$ cat config.mk
export PLATFORM = sky130hd
export DESIGN_NAME = hpmix_regs
export DESIGN_NICKNAME = d
export VERILOG_FILES = /design/src/hpmix_pkg.sv /design/src/hpmix_regs.sv
export SDC_FILE = /design/constraint.sdc
export NUM_CORES = 1
export LEC_CHECK = 0
export ABC_AREA = 1
export BUFFER_PORTS_ARGS = -buffer_cell sky130_fd_sc_hd__clkbuf_2
export CORE_UTILIZATION = 30
export CTS_CLUSTER_DIAMETER = 30
export CTS_CLUSTER_SIZE = 20
export DETAILED_ROUTE_END_ITERATION = 12
export HOLD_SLACK_MARGIN = 0.15
export PLACE_DENSITY = 0.6
export SYNTH_ARGS = -nofsm -noshare
export SYNTH_HDL_FRONTEND = slang
export SYNTH_SLANG_ARGS = --single-unit
export TNS_END_PERCENT = 50
$ cat constraint.sdc
create_clock -name clk -period 2.85 [get_ports clk]
set_clock_uncertainty 0.2 [all_clocks]
set_input_delay 0.1425 -clock clk [delete_from_list [all_inputs] [get_ports clk]]
set_output_delay 0.1425 -clock clk [all_outputs]
set_load 0.03 [all_outputs]
$ cat src/hpmix_pkg.sv
// hpmix_pkg: register map, field layout, reset values and types of the
// headphone output mix register bank.
// assumes a single 20 MHz core clock and an APB register bus.
package hpmix_pkg;

    // printed offsets are not all multiples of four: they are indices
    localparam logic [7:0] HPMIX_IDX_RSVD_A = 8'h30;
    localparam logic [7:0] HPMIX_IDX_RAMP_HPL = 8'h31;
    localparam logic [7:0] HPMIX_IDX_RDAC_HPL = 8'h32;
    localparam logic [7:0] HPMIX_IDX_HPL_LEVEL = 8'h33;
    localparam logic [7:0] HPMIX_IDX_RSVD_B = 8'h34;
    localparam logic [7:0] HPMIX_IDX_LAMP_COM = 8'h35;
    localparam logic [7:0] HPMIX_IDX_LDAC_COM = 8'h36;
    localparam logic [7:0] HPMIX_IDX_RSVD_C = 8'h37;
    localparam logic [7:0] HPMIX_IDX_RAMP_COM = 8'h38;
    localparam logic [7:0] HPMIX_IDX_RDAC_COM = 8'h39;
    localparam logic [7:0] HPMIX_IDX_IRQ_STATUS = 8'h3A;
    localparam logic [7:0] HPMIX_IDX_IRQ_MASK = 8'h3B;
    localparam int HPMIX_IDX_FIRST = 48;
    localparam int HPMIX_NUM_REGS = 12;

    // field positions
    localparam int HPMIX_ROUTE_BIT = 7;
    localparam int HPMIX_ATTN_MSB = 6;
    localparam int HPMIX_LEVEL_MSB = 7;
    localparam int HPMIX_LEVEL_LSB = 4;
    localparam int HPMIX_UNMUTE_BIT = 3;
    localparam int HPMIX_HIZ_BIT = 2;
    localparam int HPMIX_PENDING_BIT = 1;
    localparam int HPMIX_POWER_BIT = 0;

    // reset values
    localparam logic [7:0] HPMIX_RST_MIX = 8'h00;
    localparam logic [7:0] HPMIX_RST_LEVEL = 8'h06;
    localparam logic [7:0] HPMIX_RST_RSVD = 8'h00;
    localparam logic [6:0] HPMIX_ATTN_MUTE_FIRST = 7'h76;
    localparam logic [3:0] HPMIX_LEVEL_MAX = 4'h9;

    // gain stepping: one 0.5 dB step per tick
    localparam int HPMIX_CLK_HZ = 20000000;
    localparam int HPMIX_STEP_US = 5;
    localparam int HPMIX_STEP_CYCLES = HPMIX_CLK_HZ / 1000000 * HPMIX_STEP_US;

    // irq status bits
    localparam int HPMIX_IRQ_APPLIED = 0;
    localparam int HPMIX_IRQ_BADLEVEL = 1;
    localparam int HPMIX_IRQ_RSVDWR = 2;

    typedef struct packed {
        logic route;
        logic [6:0] attn;
        logic attn_mute;
    } hpmix_src_t;

    typedef struct packed {
        logic [3:0] level;
        logic unmute;
        logic hiz_when_down;
        logic power_up;
    } hpmix_drv_t;

endpackage : hpmix_pkg

$ cat src/hpmix_regs.sv
// hpmix_regs: APB register bank for left headphone and left common-mode mix.
// assumes synchronous APB master on clk; analog side samples outputs directly.
`timescale 1ns/1ns

////////////////////////////////////////////////////////////////////////////////
// Overview of operation
// - bit 7 of right-amp-to-headphone register routes right amplifier into headphone mix
// - bit 7 of right-DAC-to-headphone register routes right DAC into headphone mix
// - each mix register holds read/write 7-bit attenuation code in bits 6..0
// - attenuation codes step down from 0 dB; codes 118 to 127 mute
// - level bits 7..4 boost 0 to 9 dB, reset 0000
// - level bit 3 clear mutes headphone driver, set unmutes; resets 0
// - level bit 2 set gives high-impedance power-down, clear weak drive; resets 1
// - level bit 1 read-only, 1 while headphone gains pending; resets 1
// - level bit 0 set fully powers headphone driver; resets 0
// - four registers feed common-mode mix, bit 7 gates each connection
// - every mix register resets with route clear and attenuation zero
module hpmix_regs
    import hpmix_pkg::*;
#(
    parameter int STEP_CYCLES = HPMIX_STEP_CYCLES
) (
    input wire logic clk,
    input wire logic arst_n,
    input wire logic psel,
    input wire logic penable,
    input wire logic pwrite,
    input wire logic [11:0] paddr,
    input wire logic [31:0] pwdata,
    output logic [31:0] prdata,
    output logic pready,
    output logic pslverr,
    output hpmix_src_t hp_right_amp,
    output hpmix_src_t hp_right_dac,
    output hpmix_src_t com_left_amp,
    output hpmix_src_t com_left_dac,
    output hpmix_src_t com_right_amp,
    output hpmix_src_t com_right_dac,
    output hpmix_drv_t hp_drive,
    output logic irq
);

    // refuse at elaboration: a wider count would wrap the 16-bit tick counter
    if (STEP_CYCLES < 1 || STEP_CYCLES > 65535) begin : g_bad_step
        $error("STEP_CYCLES out of range");
    end

    ////////////////////////////////////////////////////////////////////////////
    // bus decode

    typedef enum logic [1:0] {
        HPMIX_IDLE = 2'b00,
        HPMIX_STEP = 2'b01
    } hpmix_ramp_t;

    localparam int NMIX = 6;
    // index into mix[]: 0 rampHP, 1 rdacHP, 2 lampC, 3 ldacC, 4 rampC, 5 rdacC
    logic [7:0] mix [NMIX];
    logic [7:0] next_mix [NMIX];
    logic [7:0] level;
    logic [7:0] next_level;
    logic [7:0] rsvd [3];
    logic [7:0] next_rsvd [3];
    logic [2:0] irq_status;
    logic [2:0] next_irq_status;
    logic [2:0] irq_mask;
    logic [2:0] next_irq_mask;
    logic [6:0] applied [2];
    logic [6:0] next_applied [2];
    logic [15:0] tick_cnt;
    logic [15:0] next_tick_cnt;
    hpmix_ramp_t ramp;
    hpmix_ramp_t next_ramp;
    logic pending;
    logic next_pending;
    logic [31:0] next_prdata;

    logic access;
    logic wr;
    logic aligned;
    logic [7:0] idx;
    logic mapped;
    logic tick;
    logic match;
    logic applied_event;

    assign access = psel && penable;
    assign aligned = paddr[1:0] == 2'b00;
    assign idx = {2'b00, paddr[7:2]};
    assign mapped = aligned && paddr[11:8] == 4'h0 && idx >= HPMIX_IDX_RSVD_A
                    && idx <= HPMIX_IDX_IRQ_MASK;
    assign wr = access && pwrite && mapped;
    assign pready = 1'b1;
    assign pslverr = access && !mapped;
    assign irq = |(irq_status & irq_mask);

    ////////////////////////////////////////////////////////////////////////////
    // register storage

    always_comb begin
        for (int i = 0; i < NMIX; i++) begin
            next_mix[i] = mix[i];
        end
        for (int i = 0; i < 3; i++) begin
            next_rsvd[i] = rsvd[i];
        end
        next_level = level;
        next_irq_mask = irq_mask;
        if (wr) begin
            unique case (idx)
                HPMIX_IDX_RAMP_HPL: next_mix[0] = pwdata[7:0];
                HPMIX_IDX_RDAC_HPL: next_mix[1] = pwdata[7:0];
                HPMIX_IDX_LAMP_COM: next_mix[2] = pwdata[7:0];
                HPMIX_IDX_LDAC_COM: next_mix[3] = pwdata[7:0];
                HPMIX_IDX_RAMP_COM: next_mix[4] = pwdata[7:0];
                HPMIX_IDX_RDAC_COM: next_mix[5] = pwdata[7:0];
                // pending bit is hardware owned; writes to it are dropped
                HPMIX_IDX_HPL_LEVEL: next_level = {pwdata[7:2], 1'b0, pwdata[0]};
                HPMIX_IDX_RSVD_A: next_rsvd[0] = pwdata[7:0];
                HPMIX_IDX_RSVD_B: next_rsvd[1] = pwdata[7:0];
                HPMIX_IDX_RSVD_C: next_rsvd[2] = pwdata[7:0];
                HPMIX_IDX_IRQ_MASK: next_irq_mask = pwdata[2:0];
                default: begin
                end
            endcase
        end
    end

    always_ff @(posedge clk or negedge arst_n) begin
        if (!arst_n) begin
            for (int i = 0; i < NMIX; i++) begin
                mix[i] <= HPMIX_RST_MIX;
            end
            for (int i = 0; i < 3; i++) begin
                rsvd[i] <= HPMIX_RST_RSVD;
            end
            level <= HPMIX_RST_LEVEL;
            irq_mask <= 3'h0;
        end else begin
            for (int i = 0; i < NMIX; i++) begin
                mix[i] <= next_mix[i];
            end
            for (int i = 0; i < 3; i++) begin
                rsvd[i] <= next_rsvd[i];
            end
            level <= next_level;
            irq_mask <= next_irq_mask;
        end
    end

    ////////////////////////////////////////////////////////////////////////////
    // gain stepping toward programmed headphone attenuations

    // applied gain walks one code per tick to avoid zipper noise
    assign tick = tick_cnt == 16'(STEP_CYCLES - 1);
    assign match = applied[0] == mix[0][HPMIX_ATTN_MSB:0]
                   && applied[1] == mix[1][HPMIX_ATTN_MSB:0];

    always_comb begin
        next_ramp = ramp;
        next_tick_cnt = tick_cnt;
        next_pending = pending;
        applied_event = 1'b0;
        for (int i = 0; i < 2; i++) begin
            next_applied[i] = applied[i];
        end
        unique case (ramp)
            HPMIX_IDLE: begin
                next_tick_cnt = 16'h0000;
                if (!match) begin
                    next_ramp = HPMIX_STEP;
                end
            end
            HPMIX_STEP: begin
                next_tick_cnt = tick ? 16'h0000 : tick_cnt + 16'h0001;
                if (tick) begin
                    for (int i = 0; i < 2; i++) begin
                        if (applied[i] < mix[i][HPMIX_ATTN_MSB:0]) begin
                            next_applied[i] = applied[i] + 7'h01;
                        end else if (applied[i] > mix[i][HPMIX_ATTN_MSB:0]) begin
                            next_applied[i] = applied[i] - 7'h01;
                        end
                    end
                end
                if (match) begin
                    next_ramp = HPMIX_IDLE;
                end
            end
        endcase
        // new write sets pending; set wins over the match clear
        if (wr && (idx == HPMIX_IDX_RAMP_HPL || idx == HPMIX_IDX_RDAC_HPL
                   || idx == HPMIX_IDX_HPL_LEVEL)) begin
            next_pending = 1'b1;
        end else if (pending && match && ramp == HPMIX_IDLE) begin
            next_pending = 1'b0;
            applied_event = 1'b1;
        end
    end

    always_ff @(posedge clk or negedge arst_n) begin
        if (!arst_n) begin
            ramp <= HPMIX_IDLE;
            tick_cnt <= 16'h0000;
            pending <= 1'b1;
            applied[0] <= 7'h00;
            applied[1] <= 7'h00;
        end else begin
            ramp <= next_ramp;
            tick_cnt <= next_tick_cnt;
            pending <= next_pending;
            applied[0] <= next_applied[0];
            applied[1] <= next_applied[1];
        end
    end

    ////////////////////////////////////////////////////////////////////////////
    // interrupts and read data

    always_comb begin
        next_irq_status = irq_status;
        if (wr && idx == HPMIX_IDX_IRQ_STATUS) begin
            next_irq_status = irq_status & ~pwdata[2:0];
        end
        // events win over a simultaneous clear
        if (applied_event) begin
            next_irq_status[HPMIX_IRQ_APPLIED] = 1'b1;
        end
        if (wr && idx == HPMIX_IDX_HPL_LEVEL
            && pwdata[HPMIX_LEVEL_MSB:HPMIX_LEVEL_LSB] > HPMIX_LEVEL_MAX) begin
            next_irq_status[HPMIX_IRQ_BADLEVEL] = 1'b1;
        end
        if (wr && (idx == HPMIX_IDX_RSVD_A || idx == HPMIX_IDX_RSVD_B
                   || idx == HPMIX_IDX_RSVD_C)) begin
            next_irq_status[HPMIX_IRQ_RSVDWR] = 1'b1;
        end
    end

    always_comb begin
        next_prdata = 32'h0000_0000;
        if (psel && !penable && !pwrite) begin
            unique case (idx)
                HPMIX_IDX_RAMP_HPL: next_prdata[7:0] = mix[0];
                HPMIX_IDX_RDAC_HPL: next_prdata[7:0] = mix[1];
                HPMIX_IDX_LAMP_COM: next_prdata[7:0] = mix[2];
                HPMIX_IDX_LDAC_COM: next_prdata[7:0] = mix[3];
                HPMIX_IDX_RAMP_COM: next_prdata[7:0] = mix[4];
                HPMIX_IDX_RDAC_COM: next_prdata[7:0] = mix[5];
                HPMIX_IDX_HPL_LEVEL: next_prdata[7:0] = {level[7:2], pending, level[0]};
                HPMIX_IDX_RSVD_A: next_prdata[7:0] = rsvd[0];
                HPMIX_IDX_RSVD_B: next_prdata[7:0] = rsvd[1];
                HPMIX_IDX_RSVD_C: next_prdata[7:0] = rsvd[2];
                HPMIX_IDX_IRQ_STATUS: next_prdata[2:0] = irq_status;
                HPMIX_IDX_IRQ_MASK: next_prdata[2:0] = irq_mask;
                default: next_prdata = 32'h0000_0000;
            endcase
            if (!mapped) begin
                next_prdata = 32'h0000_0000;
            end
        end else if (access) begin
            next_prdata = prdata;
        end
    end

    always_ff @(posedge clk or negedge arst_n) begin
        if (!arst_n) begin
            irq_status <= 3'h0;
            prdata <= 32'h0000_0000;
        end else begin
            irq_status <= next_irq_status;
            prdata <= next_prdata;
        end
    end

    ////////////////////////////////////////////////////////////////////////////
    // analog control outputs

    logic [7:0] drv_src [NMIX];
    hpmix_src_t src_out [NMIX];
    always_comb begin
        drv_src[0] = {mix[0][7], applied[0]};
        drv_src[1] = {mix[1][7], applied[1]};
        for (int i = 2; i < NMIX; i++) begin
            drv_src[i] = mix[i];
        end
    end

    for (genvar g = 0; g < NMIX; g++) begin : g_src
        assign src_out[g].route = drv_src[g][HPMIX_ROUTE_BIT];
        assign src_out[g].attn = drv_src[g][HPMIX_ATTN_MSB:0];
        assign src_out[g].attn_mute = drv_src[g][HPMIX_ATTN_MSB:0] >= HPMIX_ATTN_MUTE_FIRST;
    end

    assign hp_right_amp = src_out[0];
    assign hp_right_dac = src_out[1];
    assign com_left_amp = src_out[2];
    assign com_left_dac = src_out[3];
    assign com_right_amp = src_out[4];
    assign com_right_dac = src_out[5];
    assign hp_drive.level = level[HPMIX_LEVEL_MSB:HPMIX_LEVEL_LSB];
    assign hp_drive.unmute = level[HPMIX_UNMUTE_BIT];
    assign hp_drive.hiz_when_down = level[HPMIX_HIZ_BIT];
    assign hp_drive.power_up = level[HPMIX_POWER_BIT];

    ////////////////////////////////////////////////////////////////////////////
    // assertions

    property p_route_follows_write;
        @(posedge clk) disable iff (!arst_n)
        (wr && idx == HPMIX_IDX_RAMP_HPL) |=> hp_right_amp.route == $past(pwdata[7]);
    endproperty
    a_route_follows_write: assert property (p_route_follows_write)
        else $error("route bit not taken from write");

    property p_dac_route;
        @(posedge clk) disable iff (!arst_n)
        (wr && idx == HPMIX_IDX_RDAC_HPL) |=> hp_right_dac.route == $past(pwdata[7]);
    endproperty
    a_dac_route: assert property (p_dac_route)
        else $error("dac route bit wrong");

    property p_com_attn;
        @(posedge clk) disable iff (!arst_n)
        (wr && idx == HPMIX_IDX_RDAC_COM) |=> com_right_dac.attn == $past(pwdata[6:0]);
    endproperty
    a_com_attn: assert property (p_com_attn)
        else $error("common attenuation not stored");

    property p_mute_range;
        @(posedge clk) disable iff (!arst_n)
        hp_right_dac.attn_mute == (hp_right_dac.attn > 7'h75);
    endproperty
    a_mute_range: assert property (p_mute_range)
        else $error("mute code range wrong");

    property p_level_write;
        @(posedge clk) disable iff (!arst_n)
        (wr && idx == HPMIX_IDX_HPL_LEVEL) |=> hp_drive.level == $past(pwdata[7:4])
            && hp_drive.unmute == $past(pwdata[3]) && hp_drive.power_up == $past(pwdata[0]);
    endproperty
    a_level_write: assert property (p_level_write)
        else $error("level fields not stored");

    property p_pending_set;
        @(posedge clk) disable iff (!arst_n)
        (wr && idx == HPMIX_IDX_RDAC_HPL) |=> pending;
    endproperty
    a_pending_set: assert property (p_pending_set)
        else $error("pending not set on gain write");

    property p_pending_clear;
        @(posedge clk) disable iff (!arst_n)
        (pending && !wr) ##1 (ramp == HPMIX_IDLE && match && !wr) |=> !pending;
    endproperty
    a_pending_clear: assert property (p_pending_clear)
        else $error("pending not cleared after apply");

    property p_hiz_write;
        @(posedge clk) disable iff (!arst_n)
        (wr && idx == HPMIX_IDX_HPL_LEVEL) |=> hp_drive.hiz_when_down == $past(pwdata[2]);
    endproperty
    a_hiz_write: assert property (p_hiz_write)
        else $error("power-down drive bit wrong");

    property p_rsvd_flag;
        @(posedge clk) disable iff (!arst_n)
        (wr && idx == HPMIX_IDX_RSVD_B) |=> irq_status[HPMIX_IRQ_RSVDWR];
    endproperty
    a_rsvd_flag: assert property (p_rsvd_flag)
        else $error("reserved write not flagged");

    property p_com_route;
        @(posedge clk) disable iff (!arst_n)
        (wr && idx == HPMIX_IDX_LAMP_COM) |=> com_left_amp.route == $past(pwdata[7]);
    endproperty
    a_com_route: assert property (p_com_route)
        else $error("common route bit wrong");

endmodule : hpmix_regs

### Yosys cells after proc, flatten, opt, wreduce, memory -nomap -nowiden

Cells that the tools add are included.

* bits in registers: 151
* bits of input ports: 49

* $add $sub $neg: 5
* $lt $le $gt $ge: 13
* equal/unequal tests: 19
* muxes and demuxes: 22
* bitwise operators: 3
* reductions and logical operators: 48

Operators by type and width (count)
* $eq A6 B6 Y1 const B: 12
* $mux W32: 2
* $pmux W5 S10: 1
* $ge A7 B7 Y1 const B: 6
* $pmux W3 S12: 1
* $pmux W16 S2: 1
* $mux W7: 4
* $reduce_and A2 Y1: 12
* $logic_and A1 B1 Y1: 17
* $add A16 B1 Y16 const B: 1
* $eq A16 B7 Y1 const B: 1
* $mux W16: 1
* $add A7 B1 Y7 const B: 2
* $eq A7 B7 Y1: 2
* $gt A7 B7 Y1: 2
* $lt A7 B7 Y1: 2
* $sub A7 B1 Y7 const B: 2
* $reduce_bool A2 Y1: 6
* $mux W8: 1
* $mux W1: 7
* $and A3 B3 Y3: 2
* $ge A6 B6 Y1 const B: 1
* $le A6 B6 Y1 const B: 1
* $reduce_and A3 Y1: 2
* other kinds (13): 21

### Depth between registers and ports, before layout

* depth after elaboration: 8
* gate-level depth with buffers: 16
* mapped depth without buffers: 16

### Worst setup path before layout

OpenSTA, ideal clock, no wires.

* kind: register -> register
* from: reg applied (netlist bit hp_right_amp[7])
* to: reg applied (netlist bit hp_right_amp[7])
* setup time: 117 ps
* data arrival time: 2281 ps
* required time: 2533 ps
* path slack: 252 ps
* stages on the path, launching flop included: 15
* period minus slack after synthesis: 2598 ps
* path through: dfrtp_1 ha_1 nand2_1 inv_1 a21oi_1 nand2_1 ha_1 a21oi_1 o21ai_0 nor2_1 inv_1 nand2_1 nand2_1 nand2_1 nand2_1

* longest elaborated chain between the ends: 3

Ends and longest elaborated chain
* start: declaration: RTL line hpmix_regs.sv:68 `logic [6:0] applied [2];`
* $sub A7 B1 Y7, or another cell as far along: RTL line hpmix_regs.sv:181 `next_applied[i] = applied[i] - 7'h01;`
* $mux W7 / $reduce_bool A2 Y1 (equally long branches)
* $mux W7 / $reduce_and A3 Y1 (equally long branches)

Parallel ways exist; a longest one is shown, timed or not. The select of a mux whose other input is x is not followed.
A chain may end at the register's enable or synchronous reset.

### Worst setup path after layout

* from: in paddr[7]
* to: reg irq_status[0]

* longest elaborated chain between the ends: 7

Ends and longest elaborated chain
* start: declaration: RTL line hpmix_regs.sv:28 `input wire logic [11:0] paddr,`
* $ge A6 B6 Y1: RTL line hpmix_regs.sv:90 `assign mapped = aligned && paddr[11:8] == 4'h0 && idx >= HPMIX_IDX_RSVD_A`
* $logic_and A1 B1 Y1: RTL line hpmix_regs.sv:90
* $logic_and A1 B1 Y1: RTL line hpmix_regs.sv:91 `&& idx <= HPMIX_IDX_IRQ_MASK;`
* $logic_and A1 B1 Y1: RTL line hpmix_regs.sv:92 `assign wr = access && pwrite && mapped;`
* $logic_and A1 B1 Y1: RTL line hpmix_regs.sv:191 `if (wr && (idx == HPMIX_IDX_RAMP_HPL || idx == HPMIX_IDX_RDAC_HPL`
* $mux W1: RTL line hpmix_regs.sv:191
* $mux W1 / $reduce_bool A2 Y1 (equally long branches)
* end signal: assignment: RTL line hpmix_regs.sv:269 `irq_status <= next_irq_status;`
* end: declaration: RTL line hpmix_regs.sv:64 `logic [2:0] irq_status;`

Parallel ways exist; a longest one is shown, timed or not.

==> results.txt <==
----------------------------------------------------
[Yosys]
  Mean Syn Cell Area ... a little under 8 µm²
  Synth top area share ... 42.66%
  Number of enable flip-flop cells after synthesis ... 0
  Synth warn ... 0
  Top cells by area, synth ... dfrtp_1 (43%), nand2_1 (17%), buf_4 (6.1%), o21ai_1 (4.6%), ha_1 (4.3%)
  Post-synth top area cell ... dfrtp_1
  Post-synth ARST share ... 100.0%
  Mapped cell area ... 7216 µm²
  Number of cells produced by synthesis ... about 900
  Sequential cell area fraction in the yosys report ... a little over two fifths
  Number of distinct standard cells referenced by the synthesized netlist ... 35
  Total of flip-flops plus latches after synthesis ... between 100 and 150
  Most used flip-flop cell after synthesis ... dfrtp_1

[Cells and area]
  Total Nets Final ... roughly 1100
  Area added between synthesis and finish ... 18.61%
  Largest registers ... rsvd (24), tick_cnt (16), mix (14)
  Fraction of the core area covered by cells at the end of the flow ... 36.35%
  Max reg flops ... 24
  Fill cell total of the finished layout ... between 2000 and 2500
  Most frequent standard cell in the layout excluding fill and tap cells ... nand2_1
  Fraction of layout instances using a drive strength above 1 ... ~17%
  Most flops, register ... rsvd
  Commonest cells after routing, fill and taps aside ... nand2_1 (327), dfrtp_1 (123), clkbuf_2 (94), inv_1 (68), o21ai_1 (66)
  Antenna fix cells ... 0

[Floorplan]
  Std cell rows ... 56
  Initial Utilization ... 30.65%
  Io pins ... ~150
  Die Footprint ... ~25000 µm²
  Floorplan Core Area ... ~24000 µm²
  Die Span Y ... around 160 µm
  Die width ... ~160 µm

[Setup path]
  Maximum single-stage delay on the critical path ... a little under 600 ps
  Family of cells with the greatest summed delay on the critical path ... buffers and inverters
  Maximum net fanout on the critical path ... 5
  Bufs and invs on worst path ... 5
  Worst setup EP type ... register
  Worst endpoint data arrival time ... between 2000 and 3000 ps
  Worst Path Class, Setup ... in2reg
  CP max stage cell ... dlygate4sd3_1
  Startpoint kind of the worst setup timing path ... input pin
  Worst EP required ... approximately 3000 ps
  Cell-by-cell listing of the critical path ... dlygate4sd3_1 > clkbuf_2 > nand2_2 > dlygate4sd3_1 > nor2_1 > dlygate4sd3_1 > nand2_1 > nand2_1 > nand2_1 > dlygate4sd3_1
  Cell occurring most often along the worst timing path ... dlygate4sd3_1

[Timing]
  Share of the clock period used by the worst path ... 97.89%
  Actual slew at the worst max-slew pin ... between 800 and 900 ps
  Pins Over Slew Limit ... 0
  Setup-failing EPs final ... 0
  Minimum period implied by the final worst setup slack ... around 2800 ps
  Unrepaired setup endpoints after global routing ... true
  Max transition margin ... 40.34%
  Hold Slack ... around 270 ps
  Max Clk Rate ... 358.5 MHz
  Final Hold Fails ... 0

[Detailed routing]
  Post-DRT Antenna Nets ... 0
  Number of detailed-route iterations in the first pass ... 5
  Number of remaining DRC errors ... 0
  Via count of the routed design ... around 6000
  Drt total wl ... 18990 µm
  Iteration-0 DRC Markers ... 431
  Via density per instance ... approximately 4.5
  Detail-routed net length per standard cell ... 13.96 µm

[Min path]
  Hold Path Class ... reg2reg

[Placed design]
  Port buffer count ... 95
  DP HPWL ... 13650 µm
  Weighted congestion at the end of routability-driven global placement ... 0.8233

[Clock network]
  Clock-pin slew on the worst setup and hold paths ... ~60 ps
  CTS sink count ... 125
  Cell at the root of the clock tree ... clkbuf_16
  Largest buffer count on any clock path ... 2
  H-tree depth ... 4
  Clock buffer count from CTS ... 17
  Latest clock arrival within the worst-skew pair ... approximately 430 ps
  CTS tree ... yes

[Global route]
  Via count of the first global-routing pass ... about 6000
  First-pass GRT wire length ... 30360 µm
  Global-route usage over all layers ... 16.16%
  Initial antenna violation count ... 0
  Maximum number of pins on one net before global-route repair ... 76
  Congestion Overflow GR ... 0

[Power]
  Leakage power ... approximately 4.4 nW
  IR drop worst, VDD ... approximately 0.0004 V
  Power per unit of standard cell area ... roughly 480 nW/µm²

[Outcome]
  Outcome ... finished clean

[Job]
  Maximum capacitance violations ... 0

----------------------------------------------------
-- routing by layer --
layer	vias to the layer above	wire [µm]	track usage, %	part of all wire (%)
li1	3095	-	-	-
met5	-	0	0	0
met3	22	966	3.304	5.1
met1	2839	9296	22.55	49
met4	0	269	4.808	1.4
met2	161	8458	25.08	45
-- where the power goes --
part           switching [W]  internal (W)
Clock               0.000881       0.00122
Combinational       0.000159     0.0000450
Sequential       0.000000463       0.00178
-- final cells by class --
cell class	count	area [µm²]	area share [%]
Tap cell	319	399.1	4.664
Inverter	72	272.8	3.187
Multi-Input combinational cell	679	3344	39.08
Clock buffer	19	432.9	5.058
Clock inverter	13	132.6	1.550
Timing Repair Buffer	133	845.8	9.883
Sequential cell	125	3131	36.58
-- worst register-to-register path, stage by stage, from the launching register on --
cell	delay [ps]
dfrtp_1	370
inv_1	60
ha_1	290
nand2_1	110
inv_1	40
a21oi_1	220
nand2_2	190
ha_1	370
a21oi_1	180
o21ai_0	90
nor2_1	140
inv_1	60
nand2_1	60
nand2_1	40
nand2_1	50
nand2_1	40
-- per-stage QoR --
step | cells | cell area (µm²) | TNS, ps | setup WS [ps] | total power (W)
floorplan | 950 | 7302 | 0 | 252.0 | 0.001928
global placement | 1298 | 7665 | 0 | 211.0 | 0.001992
detailed placement | 1298 | 7665 | 0 | 168.6 | 0.001992
CTS | 1358 | 8511 | 0 | 70.57 | 0.004112
global route | 1360 | 8558 | -15.19 | -9.529 | 0.004198
finish | 1360 | 8558 | 0 | 60.24 | 0.004080
-- logic make-up (layout without fill, tap and decap cells) --
| group | Yosys count | in the layout | synth area share, % |
|---|---|---|---|
| AND/OR/NAND/NOR | 482 | 482 | 28.82 |
| AO/OA/AOI/OAI | 132 | 132 | 9.312 |
| other | 2 | 25 | 0.1041 |
| XOR/XNOR | 13 | 13 | 1.578 |
| adder cells (fa/ha/maj) | 27 | 27 | 4.890 |
| buffers and inverters | 146 | 237 | 11.91 |
| flip-flops | 125 | 125 | 43.38 |
-- cells in the mapped netlist (all sizes together), types with 3 or more instances --
cell,instances
a21oi,27
nand3b,3
nand3,46
dfrtp,123
buf,72
ha,25
nor2,76
inv,70
xnor2,8
nor3,10
o21ai,103
nand2,343
xor2,5
-- what timing repair did --
item / in CTS / in global routing
endpoints found under the setup margin: 0 / 6
resized for setup: 0 / 7
setup buffers: 0 / 2
hold buffers: 28 / 0
endpoints found under the hold margin: 212 / 0
-- final timing paths --
check                      slack [ps]  cells after the start         from         endpoint
min in group asynchronous         650                      4       arst_n  hp_right_amp[4]
setup / recovery                   60                     10     paddr[7]    irq_status[0]
hold reg to reg                   270                      1  tick_cnt[0]      tick_cnt[0]
max in group asynchronous         570                      4       arst_n        prdata[5]
hold / removal                    270                      1  tick_cnt[0]      tick_cnt[0]
setup reg to reg                  220                     15      mix[46]  hp_right_amp[7]
No activity file was read; power rests on OpenSTA's default activity.
